### config.mk
export PLATFORM = sky130hd
export DESIGN_NAME = bft_transceiver
export DESIGN_NICKNAME = d
export VERILOG_FILES = /design/src/rtl/bft_pkg.sv /design/src/rtl/bft_stream_if.sv /design/src/rtl/bft_transceiver.sv /design/src/rtl/bft_fifo.sv /design/src/rtl/bft_line_activity.sv
export VERILOG_INCLUDE_DIRS = /design/src /design/src/rtl
export SDC_FILE = /design/constraint.sdc
export NUM_CORES = 1
export LEC_CHECK = 0
export CAP_MARGIN = 15
export CORE_MARGIN = 8
export CORE_UTILIZATION = 47
export CTS_CLUSTER_DIAMETER = 100
export DETAILED_ROUTE_END_ITERATION = 10
export DONT_BUFFER_PORTS = 1
export GPL_TIMING_DRIVEN = 0
export HOLD_SLACK_MARGIN = 0.12
export PLACE_DENSITY = 0.72
export SLEW_MARGIN = 20
export SYNTH_ARGS = -nofsm -noshare
export SYNTH_HDL_FRONTEND = slang
export SYNTH_HIERARCHICAL = 1
export SYNTH_SLANG_ARGS = --single-unit
export TNS_END_PERCENT = 10
### constraint.sdc
create_clock -name clk -period 5.14 [get_ports clk]
set_clock_uncertainty 0.2 [all_clocks]
set_input_delay 0.257 -clock clk [delete_from_list [all_inputs] [get_ports clk]]
set_output_delay 0.257 -clock clk [all_outputs]
set_load 0.05 [all_outputs]
### src/rtl/bft_defines.svh
`ifndef BFT_DEFINES_SVH
`define BFT_DEFINES_SVH

// ----------------------------------------
// Clock and bit timing
// ----------------------------------------
`define BFT_CLK_NS      100
`define BFT_PH_LAST     3'h7
`define BFT_PH_HALF     3'h4
`define BFT_PH_DRV_ADV  3'h3

// ----------------------------------------
// Transmit sequencing
// ----------------------------------------
`define BFT_TX_LOAD_CYC 5'h10
`define BFT_QUI_BITS    3'h5
`define BFT_QUI_BITS_AD 3'h6
`define BFT_FRAME_LAST  4'hD
`define BFT_FILL_LAST   4'h2
`define BFT_HOLD_LSB    3
`define BFT_HOLD_MSB    7

// ----------------------------------------
// Receive front-end
// ----------------------------------------
`define BFT_ACT_TIMEOUT 16
`define BFT_RX_WIN_LO   4'h6
`define BFT_RX_LOST     4'hA
`define BFT_RX_PH_MAX   4'hF
`define BFT_RA_DELAY    2'h3
`define BFT_QUI_NEED_HI 2'h3
`define BFT_QUI_NEED_LO 2'h2

`endif

### src/rtl/bft_pkg.sv
package bft_pkg;

  typedef enum logic [2:0] {
    TX_IDLE,
    TX_QUIESCE,
    TX_VIOL,
    TX_FRAME,
    TX_FILL,
    TX_HOLD,
    TX_END
  } bft_tx_state_t;

  typedef enum logic [1:0] {
    RX_HUNT,
    RX_SYNC,
    RX_ARM,
    RX_ACTIVE
  } bft_rx_state_t;

endpackage : bft_pkg

### src/rtl/bft_stream_if.sv
`timescale 1ns/1ps

interface bft_stream_if #(
  parameter int WIDTH = 12
);
  logic             valid;
  logic             ready;
  logic [WIDTH-1:0] data;

  modport src (output valid, output data, input ready);
  modport snk (input valid, input data, output ready);
endinterface : bft_stream_if

### src/rtl/bft_transceiver.sv
`timescale 1ns/1ps
`include "bft_defines.svh"

module bft_transceiver #(
  parameter int CMD_W         = 4,
  parameter int TX_FIFO_DEPTH = 3
) (
  // Clock and reset
  input  wire logic             clk,
  input  wire logic             rst_n,
  input  wire logic             transceiver_reset,
  // Transmit data and command
  input  wire logic [7:0]       rx_tx_data_reg,
  input  wire logic             data_wr,
  input  wire logic [CMD_W-1:0] tx_command_reg,
  // Mode controls
  input  wire logic             tx_invert,
  input  wire logic             advance_enable,
  input  wire logic             twinax_mode,
  input  wire logic [7:0]       auxiliary_reg,
  input  wire logic             repeater_mode,
  input  wire logic             loopback,
  input  wire logic             line_receiver_select,
  input  wire logic             rx_invert,
  input  wire logic             quiesce_count_select,
  // Status
  output      logic             tx_fifo_empty,
  output      logic             tx_fifo_full,
  output      logic             tx_active_flag,
  output      logic             line_active_flag,
  output      logic             rx_active_flag,
  output      logic             rx_bit,
  output      logic             rx_bit_valid,
  // Line
  output      logic             biphase_out_direct,
  output      logic             biphase_out_delayed,
  output      logic             line_driver_enable,
  input  wire logic             analog_rx_in,
  input  wire logic             serial_rx_in
);
  localparam int WORD_W = 8 + CMD_W;

  // ----------------------------------------
  // Transmit FIFO
  // ----------------------------------------
  bft_stream_if #(.WIDTH(WORD_W)) in_s ();
  bft_stream_if #(.WIDTH(WORD_W)) out_s ();

  logic fifo_full;
  logic fifo_empty;
  logic pop_go;

  assign in_s.valid  = data_wr;
  assign in_s.data   = {tx_command_reg, rx_tx_data_reg};
  assign out_s.ready = pop_go;

  bft_fifo #(.WIDTH(WORD_W), .DEPTH(TX_FIFO_DEPTH)) u_tx_fifo (
    .clk   (clk),
    .rst_n (rst_n),
    .flush (transceiver_reset),
    .wr    (in_s),
    .rd    (out_s),
    .full  (fifo_full),
    .empty (fifo_empty)
  );

  // ----------------------------------------
  // Transmitter
  // ----------------------------------------
  bft_pkg::bft_tx_state_t st_q, st_d;
  logic [2:0]        ph_q;
  logic [3:0]        idx_q, idx_d;
  logic [4:0]        scnt_q;
  logic [WORD_W-1:0] enc_q;
  logic [WORD_W+1:0] sh_q, sh_d;
  logic              loaded_q, loaded_d;
  logic              more_q, more_d;
  logic              first_q;
  logic              drv_q, drv_d;
  logic [6:0]        hold_q, hold_d;
  logic              lvl_q, lvl_d;
  logic              dly_q;

  wire tx_on     = (st_q != bft_pkg::TX_IDLE);
  wire bit_end   = (ph_q == `BFT_PH_LAST);
  wire first_hlf = (ph_q < `BFT_PH_HALF);
  wire [2:0] qui_last = (advance_enable ? `BFT_QUI_BITS_AD : `BFT_QUI_BITS) - 3'h1;
  wire load_tick = loaded_q ? 1'b0 : (scnt_q == `BFT_TX_LOAD_CYC - 5'h01);
  wire last_par  = (st_q == bft_pkg::TX_FRAME) && (idx_q == `BFT_FRAME_LAST) && !twinax_mode;
  wire last_fill = (st_q == bft_pkg::TX_FILL) && (idx_q == `BFT_FILL_LAST);
  wire last_start = (ph_q == 3'h0) && (last_par || last_fill);
  wire [WORD_W+1:0] frame_ld = {1'b1, enc_q, ^{1'b1, enc_q}};
  wire [4:0] hold_half = auxiliary_reg[`BFT_HOLD_MSB:`BFT_HOLD_LSB];

  assign pop_go = (load_tick || last_start) && out_s.valid && tx_on;

  // Bit sequencer
  always_comb
  begin
    st_d     = st_q;
    idx_d    = idx_q;
    sh_d     = sh_q;
    loaded_d = loaded_q;
    more_d   = more_q;
    drv_d    = drv_q;
    hold_d   = hold_q;
    lvl_d    = 1'b0;
    if (pop_go) begin
      loaded_d = 1'b1;
      more_d   = last_start;
    end
    case (st_q)
      bft_pkg::TX_IDLE:
      begin
        loaded_d = 1'b0;
        more_d   = 1'b0;
        drv_d    = 1'b0;
        idx_d    = 4'h0;
        if (data_wr) begin
          st_d  = bft_pkg::TX_QUIESCE;
          drv_d = !advance_enable;
        end
      end
      bft_pkg::TX_QUIESCE:
      begin
        lvl_d = first_hlf ? 1'b0 : 1'b1;
        if (first_q && (ph_q == `BFT_PH_DRV_ADV))
          drv_d = 1'b1;
        if (bit_end) begin
          idx_d = idx_q + 4'h1;
          if (idx_q == {1'b0, qui_last}) begin
            st_d  = bft_pkg::TX_VIOL;
            idx_d = 4'h0;
          end
        end
      end
      bft_pkg::TX_VIOL:
      begin
        lvl_d = 1'b1;
        if (bit_end) begin
          st_d  = loaded_q ? bft_pkg::TX_FRAME : bft_pkg::TX_END;
          sh_d  = frame_ld;
          idx_d = 4'h0;
        end
      end
      bft_pkg::TX_FRAME:
      begin
        lvl_d = first_hlf ? !sh_q[WORD_W+1] : sh_q[WORD_W+1];
        if (bit_end) begin
          sh_d  = {sh_q[WORD_W:0], 1'b0};
          idx_d = idx_q + 4'h1;
          if (idx_q == `BFT_FRAME_LAST) begin
            idx_d = 4'h0;
            sh_d  = frame_ld;
            if (twinax_mode)
              st_d = bft_pkg::TX_FILL;
            else if (more_q)
              more_d = 1'b0;
            else
              st_d = bft_pkg::TX_END;
          end
        end
      end
      bft_pkg::TX_FILL:
      begin
        lvl_d = first_hlf ? 1'b1 : 1'b0;
        if (bit_end) begin
          idx_d = idx_q + 4'h1;
          if (idx_q == `BFT_FILL_LAST) begin
            idx_d  = 4'h0;
            sh_d   = frame_ld;
            more_d = 1'b0;
            hold_d = {hold_half, 2'b00};
            if (more_q)
              st_d = bft_pkg::TX_FRAME;
            else if (hold_half == 5'h00)
              st_d = bft_pkg::TX_IDLE;
            else
              st_d = bft_pkg::TX_HOLD;
          end
        end
      end
      bft_pkg::TX_HOLD:
      begin
        lvl_d  = lvl_q;
        hold_d = hold_q - 7'h01;
        if (hold_q == 7'h01)
          st_d = bft_pkg::TX_IDLE;
      end
      default:
      begin
        lvl_d = first_hlf;
        if (bit_end)
          st_d = bft_pkg::TX_IDLE;
      end
    endcase
  end

  always_ff @(posedge clk or negedge rst_n)
  begin
    if (!rst_n) begin
      st_q     <= bft_pkg::TX_IDLE;
      ph_q     <= 3'h0;
      idx_q    <= 4'h0;
      scnt_q   <= 5'h00;
      enc_q    <= '0;
      sh_q     <= '0;
      loaded_q <= 1'b0;
      more_q   <= 1'b0;
      first_q  <= 1'b0;
      drv_q    <= 1'b0;
      hold_q   <= 7'h00;
      lvl_q    <= 1'b0;
      dly_q    <= 1'b0;
    end else if (transceiver_reset) begin
      st_q     <= bft_pkg::TX_IDLE;
      ph_q     <= 3'h0;
      loaded_q <= 1'b0;
      drv_q    <= 1'b0;
      lvl_q    <= 1'b0;
      dly_q    <= 1'b0;
    end else begin
      st_q     <= st_d;
      ph_q     <= tx_on ? ph_q + 3'h1 : 3'h0;
      idx_q    <= idx_d;
      scnt_q   <= tx_on ? scnt_q + {4'h0, !loaded_q} : 5'h00;
      sh_q     <= sh_d;
      loaded_q <= loaded_d;
      more_q   <= more_d;
      first_q  <= tx_on ? (first_q && !bit_end) : advance_enable;
      drv_q    <= drv_d;
      hold_q   <= hold_d;
      lvl_q    <= lvl_d;
      dly_q    <= (first_q && first_hlf) ? lvl_d : lvl_q;
      if (pop_go)
        enc_q <= out_s.data;
    end
  end

  // Biphase outputs rest at the reset pattern whenever idle; driver enable stays set through the first idle cycle
  assign biphase_out_direct  = (tx_on ? lvl_q : advance_enable) ^ tx_invert;
  assign biphase_out_delayed = (tx_on ? dly_q : 1'b0) ^ tx_invert;
  assign line_driver_enable  = drv_q && !loopback;

  // ----------------------------------------
  // Receiver front-end
  // ----------------------------------------
  bft_pkg::bft_rx_state_t rs_q, rs_d;
  logic       rs_q_in;
  logic       prev_q;
  logic [3:0] rph_q;
  logic       lock_q;
  logic [1:0] qcnt_q, qcnt_d;
  logic [1:0] ra_q, ra_d;
  logic       la_raw;

  wire rx_sel   = loopback ? lvl_q
                : (line_receiver_select ? analog_rx_in : serial_rx_in);
  wire rx_en    = !(tx_on && !repeater_mode);
  wire edge_now = rs_q_in ^ prev_q;
  wire mid_edge = edge_now && (lock_q ? (rph_q >= `BFT_RX_WIN_LO) : rs_q_in);
  wire lost     = lock_q && (rph_q == `BFT_RX_LOST);
  wire [1:0] qneed = quiesce_count_select ? `BFT_QUI_NEED_HI : `BFT_QUI_NEED_LO;

  bft_line_activity #(.TIMEOUT(`BFT_ACT_TIMEOUT)) u_activity (
    .clk       (clk),
    .rst_n     (rst_n),
    .clr       (transceiver_reset),
    .edge_seen (edge_now),
    .active    (la_raw)
  );

  // Start hunt
  always_comb
  begin
    rs_d   = rs_q;
    qcnt_d = qcnt_q;
    ra_d   = 2'h0;
    case (rs_q)
      bft_pkg::RX_HUNT:
      begin
        if (mid_edge)
          qcnt_d = (rs_q_in && (qcnt_q != 2'h3)) ? qcnt_q + 2'h1 : (rs_q_in ? qcnt_q : 2'h0);
        else if (lost) begin
          qcnt_d = 2'h0;
          if (rs_q_in && (qcnt_q >= qneed))
            rs_d = bft_pkg::RX_SYNC;
        end
      end
      bft_pkg::RX_SYNC:
      begin
        if (mid_edge)
          rs_d = rs_q_in ? bft_pkg::RX_ARM : bft_pkg::RX_HUNT;
      end
      bft_pkg::RX_ARM:
      begin
        ra_d = ra_q + 2'h1;
        if (ra_q == `BFT_RA_DELAY - 2'h2)
          rs_d = bft_pkg::RX_ACTIVE;
      end
      default:
      begin
        if (lost)
          rs_d = bft_pkg::RX_HUNT;
      end
    endcase
    if (!rx_en)
    begin
      rs_d   = bft_pkg::RX_HUNT;
      qcnt_d = 2'h0;
    end
  end

  always_ff @(posedge clk or negedge rst_n)
  begin
    if (!rst_n) begin
      rs_q    <= bft_pkg::RX_HUNT;
      rs_q_in <= 1'b0;
      prev_q  <= 1'b0;
      rph_q   <= `BFT_RX_PH_MAX;
      lock_q  <= 1'b0;
      qcnt_q  <= 2'h0;
      ra_q    <= 2'h0;
    end else if (transceiver_reset) begin
      rs_q   <= bft_pkg::RX_HUNT;
      lock_q <= 1'b0;
      qcnt_q <= 2'h0;
    end else begin
      rs_q    <= rs_d;
      rs_q_in <= rx_sel ^ rx_invert;
      prev_q  <= rs_q_in;
      rph_q   <= mid_edge ? 4'h0 : ((rph_q == `BFT_RX_PH_MAX) ? rph_q : rph_q + 4'h1);
      lock_q  <= rx_en && (mid_edge || (lock_q && !lost));
      qcnt_q  <= qcnt_d;
      ra_q    <= ra_d;
    end
  end

  // ----------------------------------------
  // Registered status
  // ----------------------------------------
  always_ff @(posedge clk or negedge rst_n)
  begin
    if (!rst_n) begin
      tx_fifo_empty    <= 1'b1;
      tx_fifo_full     <= 1'b0;
      tx_active_flag   <= 1'b0;
      line_active_flag <= 1'b0;
      rx_active_flag   <= 1'b0;
      rx_bit           <= 1'b0;
      rx_bit_valid     <= 1'b0;
    end else begin
      tx_fifo_empty    <= fifo_empty;
      tx_fifo_full     <= fifo_full;
      tx_active_flag   <= tx_on;
      line_active_flag <= la_raw;
      rx_active_flag   <= (rs_q == bft_pkg::RX_ACTIVE);
      rx_bit           <= rs_q_in;
      rx_bit_valid     <= mid_edge && (rs_q == bft_pkg::RX_ACTIVE);
    end
  end
endmodule : bft_transceiver

### src/rtl/bft_fifo.sv
`timescale 1ns/1ps

module bft_fifo #(
  parameter int WIDTH = 12,
  parameter int DEPTH = 32
) (
  // Clock and reset
  input  wire logic clk,
  input  wire logic rst_n,
  input  wire logic flush,
  // Streams
  bft_stream_if.snk wr,
  bft_stream_if.src rd,
  // Status
  output      logic full,
  output      logic empty
);
  localparam int AW = (DEPTH > 1) ? $clog2(DEPTH) : 1;

  logic [WIDTH-1:0] mem_q [DEPTH];
  logic [AW-1:0]    wr_ptr_q;
  logic [AW-1:0]    rd_ptr_q;
  logic [AW:0]      cnt_q;

  wire            pop     = rd.valid && rd.ready;
  wire            push    = wr.valid && (!full || pop);
  wire            ovr     = wr.valid && full && !pop;
  wire [AW-1:0]   wr_nxt  = (wr_ptr_q == AW'(DEPTH - 1)) ? '0 : wr_ptr_q + 1'b1;
  wire [AW-1:0]   rd_nxt  = (rd_ptr_q == AW'(DEPTH - 1)) ? '0 : rd_ptr_q + 1'b1;
  wire [AW-1:0]   wr_last = (wr_ptr_q == '0) ? AW'(DEPTH - 1) : wr_ptr_q - 1'b1;
  wire [AW-1:0]   wr_slot = ovr ? wr_last : wr_ptr_q;

  assign full     = (cnt_q == (AW + 1)'(DEPTH));
  assign empty    = (cnt_q == '0);
  assign wr.ready = !full;
  assign rd.valid = !empty;
  assign rd.data  = mem_q[rd_ptr_q];

  // ----------------------------------------
  // Storage, full write replaces newest word
  // ----------------------------------------
  always_ff @(posedge clk)
  begin
    if (push || ovr)
      mem_q[wr_slot] <= wr.data;
  end

  always_ff @(posedge clk or negedge rst_n)
  begin
    if (!rst_n) begin
      wr_ptr_q <= '0;
      rd_ptr_q <= '0;
      cnt_q    <= '0;
    end else if (flush) begin
      wr_ptr_q <= '0;
      rd_ptr_q <= '0;
      cnt_q    <= '0;
    end else begin
      if (push)
        wr_ptr_q <= wr_nxt;
      if (pop)
        rd_ptr_q <= rd_nxt;
      cnt_q <= cnt_q + (AW + 1)'(push) - (AW + 1)'(pop);
    end
  end
endmodule : bft_fifo

### src/rtl/bft_line_activity.sv
`timescale 1ns/1ps

module bft_line_activity #(
  parameter int TIMEOUT = 16
) (
  // Clock and reset
  input  wire logic clk,
  input  wire logic rst_n,
  input  wire logic clr,
  // Line
  input  wire logic edge_seen,
  output      logic active
);
  localparam int CW = $clog2(TIMEOUT + 1);

  logic [CW-1:0] quiet_q;
  logic          active_q;

  wire timed_out = (quiet_q == CW'(TIMEOUT - 1));

  assign active = active_q;

  always_ff @(posedge clk or negedge rst_n)
  begin
    if (!rst_n) begin
      quiet_q  <= '0;
      active_q <= 1'b0;
    end else if (clr) begin
      quiet_q  <= '0;
      active_q <= 1'b0;
    end else if (edge_seen) begin
      quiet_q  <= '0;
      active_q <= 1'b1;
    end else if (active_q) begin
      quiet_q  <= timed_out ? '0 : quiet_q + 1'b1;
      active_q <= !timed_out;
    end
  end
endmodule : bft_line_activity

==> results.toml <==
[finish]
final_common_cell = "dfrtp_1"
nets = 678
mostFrequentLayoutCells = "dfrtp_1 (82), nand2_1 (46), nor2_1 (46)"
fillers = 1118
syn_to_final_growth_pct = 18.67
multi_input_area_sq_um = 2709
diodes = 0
seq_area_sq_um = 3264
drive_gt1_frac = 0.1325

[timing]
timing.final.ws_setup_ps = 1528
setup_violations = 0
tns_ps = 0
min_period_ps = 3612
hold_viol = 0
drv_slew = 0
rsz0062_at_grt = "false"
max-slew-margin-rel = 0.2604
tightest_slew_ps = 1101
finalCritPeriodShare = 0.7028
fmax_mhz = 276.8

[floorplan]
initial_core_util = 0.4737
pin_count = 44
coreArea_sq_um = 13030
row_count = 42
die_x_um = 130.6
fp.dieH_um = 130.6
die_area_sq_um = 17060

[detailed_routing]
totalWireLength_um = 13120
postRouteAntennaNets = 0
vias = 4535
post-route-drc-count = 0
drt_iter0_markers = 369
wire_per_inst_um = 16.20
dr.pass1.iters = 5
vias_per_cell = 5.599

[pwr]
sw_frac_of_total = 0.3290
p_int_w = 0.002169
power.density_nw_per_um2 = 441.3
pwr-share-comb = 0.218
seqPwrFrac = 0.404
switchingPower_w = 0.001064
p_clk_frac = 0.378
power.total_w = 0.003233
leakagePower_nw = 3.016
vdd_drop_max_mv = 0.2654

[global_routing]
grt_first_pass_wirelength_um = 22120
antenna_found_initial = 0
grt_pass1_vias = 4631
grt_start_max_net_pins = 88
track_usage = 0.1680
gr-total-overflow = 0

[synthesis]
synth_cells = 570
syn-num-nets = 627
synth_edf_count = 36
seq_area_frac_synth = 0.5288
async_flop_share = 0.7073
ys_types = 70
ys_seq_elements = 123
yosysWarnings = 6
synth_area_sq_um = 6173
avgSynthCellArea_sq_um = 10.83
synth_top_flop_cell = "dfrtp_1"

[setup_path]
worstPathCellList = "buf_2 > nor3_2 > inv_2 > o211a_1 > o21ai_0 > ha_1 > inv_1 > ha_1 > inv_1 > fa_1 > xor2_1 > and2_1 > nor3_1"
cp.arrival_ps = 3760
crit_path_start_kind = "flip-flop"
r2r_cells = 13
cp_max_fo = 10
worstPathRequired_ps = 5290
critPathMaxStageDelay_ps = 550
criticalPathCategory = "reg -> reg"
cpMaxStageDelayCell = "nor3_2"
end_kind = "flip-flop"

[clock_network]
cts_tree = "yes"
clk_latency_ps = 430
numCtsBuffers = 17
cts.clk_slew.worst_paths_ps = 60
cts.sinks = 123
htreeDepth = 4
cts_root_buf = "clkbuf_16"
cts_resized = 0
clk_path_buf_depth = 2

[placement]
globalplace.congestion = 0.8929
pre_cts_slack_ps = 1555
dpl.hpwl_um = 8673
io_buffers = 0

[outcome]
outcome = "finished, final reports clean"

[flow_run]
drv_cap = 0

[worst_hold_path]
hold_depth = 2
hp-class = "in -> reg"
sequential cells by signal, indices dropped and copies added (netlist names), 4 cells and up:
register	cells
idx_q	4
hold_q	7
enc_q	12
scnt_q	5
rph_q	4
u_tx_fifo/mem_q	36
sh_q	14
u_activity/quiet_q	5
layer usage:
metal	part of all wire	global-route usage
met1	0.42	0.1915
met2	0.49	0.2783
met3	0.071	0.06047
met4	0.022	0.07630
met5	0	0
worst max-delay path: cells and delay by family, from the launching register on:
family,cells,cell delay [ps]
AND/OR/NAND/NOR,3,820
adder cells (fa/ha/maj),3,810
XOR/XNOR,1,160
buffers and inverters,4,520
AO/OA/AOI/OAI,2,630
flip-flops,1,380
path summary, 6_finish.rpt:
path | startpoint | endpoint | slack, ps
setup reg to reg | st_q[0]$_DFFE_PN0P_ | u_tx_fifo/cnt_q[2]$_DFF_PN0_ | 1530
max in group asynchronous | rst_n | tx_fifo_empty$_DFF_PN1_ | 4180
hold reg to reg | u_activity/active$_DFF_PN0_ | line_active_flag$_DFF_PN0_ | 180
min in group asynchronous | rst_n | rx_bit_valid$_DFF_PN0_ | 200
hold / removal | data_wr | u_tx_fifo/mem_q[1][5]$_DFFE_PP_ | 140
setup / recovery | st_q[0]$_DFFE_PN0P_ | u_tx_fifo/cnt_q[2]$_DFF_PN0_ | 1530
final cells by class:
class                           count  share of cell area
Sequential cell                   123              0.4456
Multi-Input combinational cell    393              0.3698
Clock buffer                       17             0.05807
Timing Repair Buffer               32             0.04202
Tap cell                          176             0.03006
Clock inverter                     15             0.02408
Buffer                             26             0.01605
Inverter                           28             0.01435
cells by family after synthesis:
group / after synthesis / share of synthesized area
AO/OA/AOI/OAI: 124 / 0.1238
XOR/XNOR: 23 / 0.03263
adder cells (fa/ha/maj): 24 / 0.04965
buffers and inverters: 54 / 0.03608
multiplexers: 44 / 0.07438
flip-flops: 123 / 0.5288
AND/OR/NAND/NOR: 178 / 0.1546
what timing repair did:
action	in CTS	in global routing
hold buffers	26	0
buffers inserted	0	0
hold endpoints to repair	175	0
setup endpoints to repair	0	0
through the flow:
| stage | instances | utilization | area, sq um | hold WS (ps) |
|---|---|---|---|---|
| after global routing | 810 | 0.5621 | 7326 | 170.2 |
| after CTS | 810 | 0.5621 | 7326 | 131.5 |
| final | 810 | 0.5621 | 7326 | 142.8 |
| after detailed placement | 752 | 0.4946 | 6446 | -235.3 |
| after global placement | 746 | 0.4906 | 6394 | -235.3 |
| after floorplan | 570 | - | 6173 | -238.6 |
power by group through the flow:
| stage | Clock, W | Sequential (W) | Combinational, W |
|---|---|---|---|
| 2_1_floorplan | 0 | 0.00129 | 0.000532 |
| 3_3_place_gp | 0 | 0.00131 | 0.000623 |
| 3_5_place_dp | 0 | 0.00132 | 0.000660 |
| 4_1_cts | 0.00124 | 0.00130 | 0.000703 |
| 5_1_grt | 0.00129 | 0.00132 | 0.000792 |
| 6_report | 0.00122 | 0.00131 | 0.000705 |
cells in the mapped netlist, drive strengths merged (2+ instances only):
library cell | number | area (sq um)
dfrtp | 82 | 2052
nand2 | 46 | 172.7
nor2 | 46 | 172.7
o21ai | 43 | 219.0
edfxtp | 36 | 1081
a21oi | 34 | 173.9
mux2i | 29 | 290.3
inv | 28 | 105.1
ha | 22 | 275.3
xnor2 | 18 | 157.7
buf | 15 | 76.32
mux2 | 15 | 168.9
nor3 | 12 | 65.06
clkbuf | 11 | 41.29
nand2b | 9 | 56.30
nand3 | 9 | 45.04
o31ai | 7 | 52.55
a31oi | 6 | 37.54
nand3b | 6 | 45.04
nand4b | 6 | 52.55
nor4 | 6 | 58.80
and2 | 5 | 31.28
and3 | 5 | 31.28
dfstp | 5 | 131.4
nor2b | 5 | 31.28
or3 | 5 | 32.53
xor2 | 5 | 43.79
nor3b | 4 | 40.03
a21o | 3 | 22.52
a311oi | 3 | 26.28
a31o | 3 | 26.28
a41oi | 3 | 26.28
o22ai | 3 | 18.77
o41ai | 3 | 26.28
or3b | 3 | 26.28
a211oi | 2 | 15.01
a32oi | 2 | 17.52
nand4 | 2 | 12.51
nor4b | 2 | 17.52
o21a | 2 | 15.01
or2 | 2 | 12.51
or4 | 2 | 15.01
(Power assumes the default switching activity.)
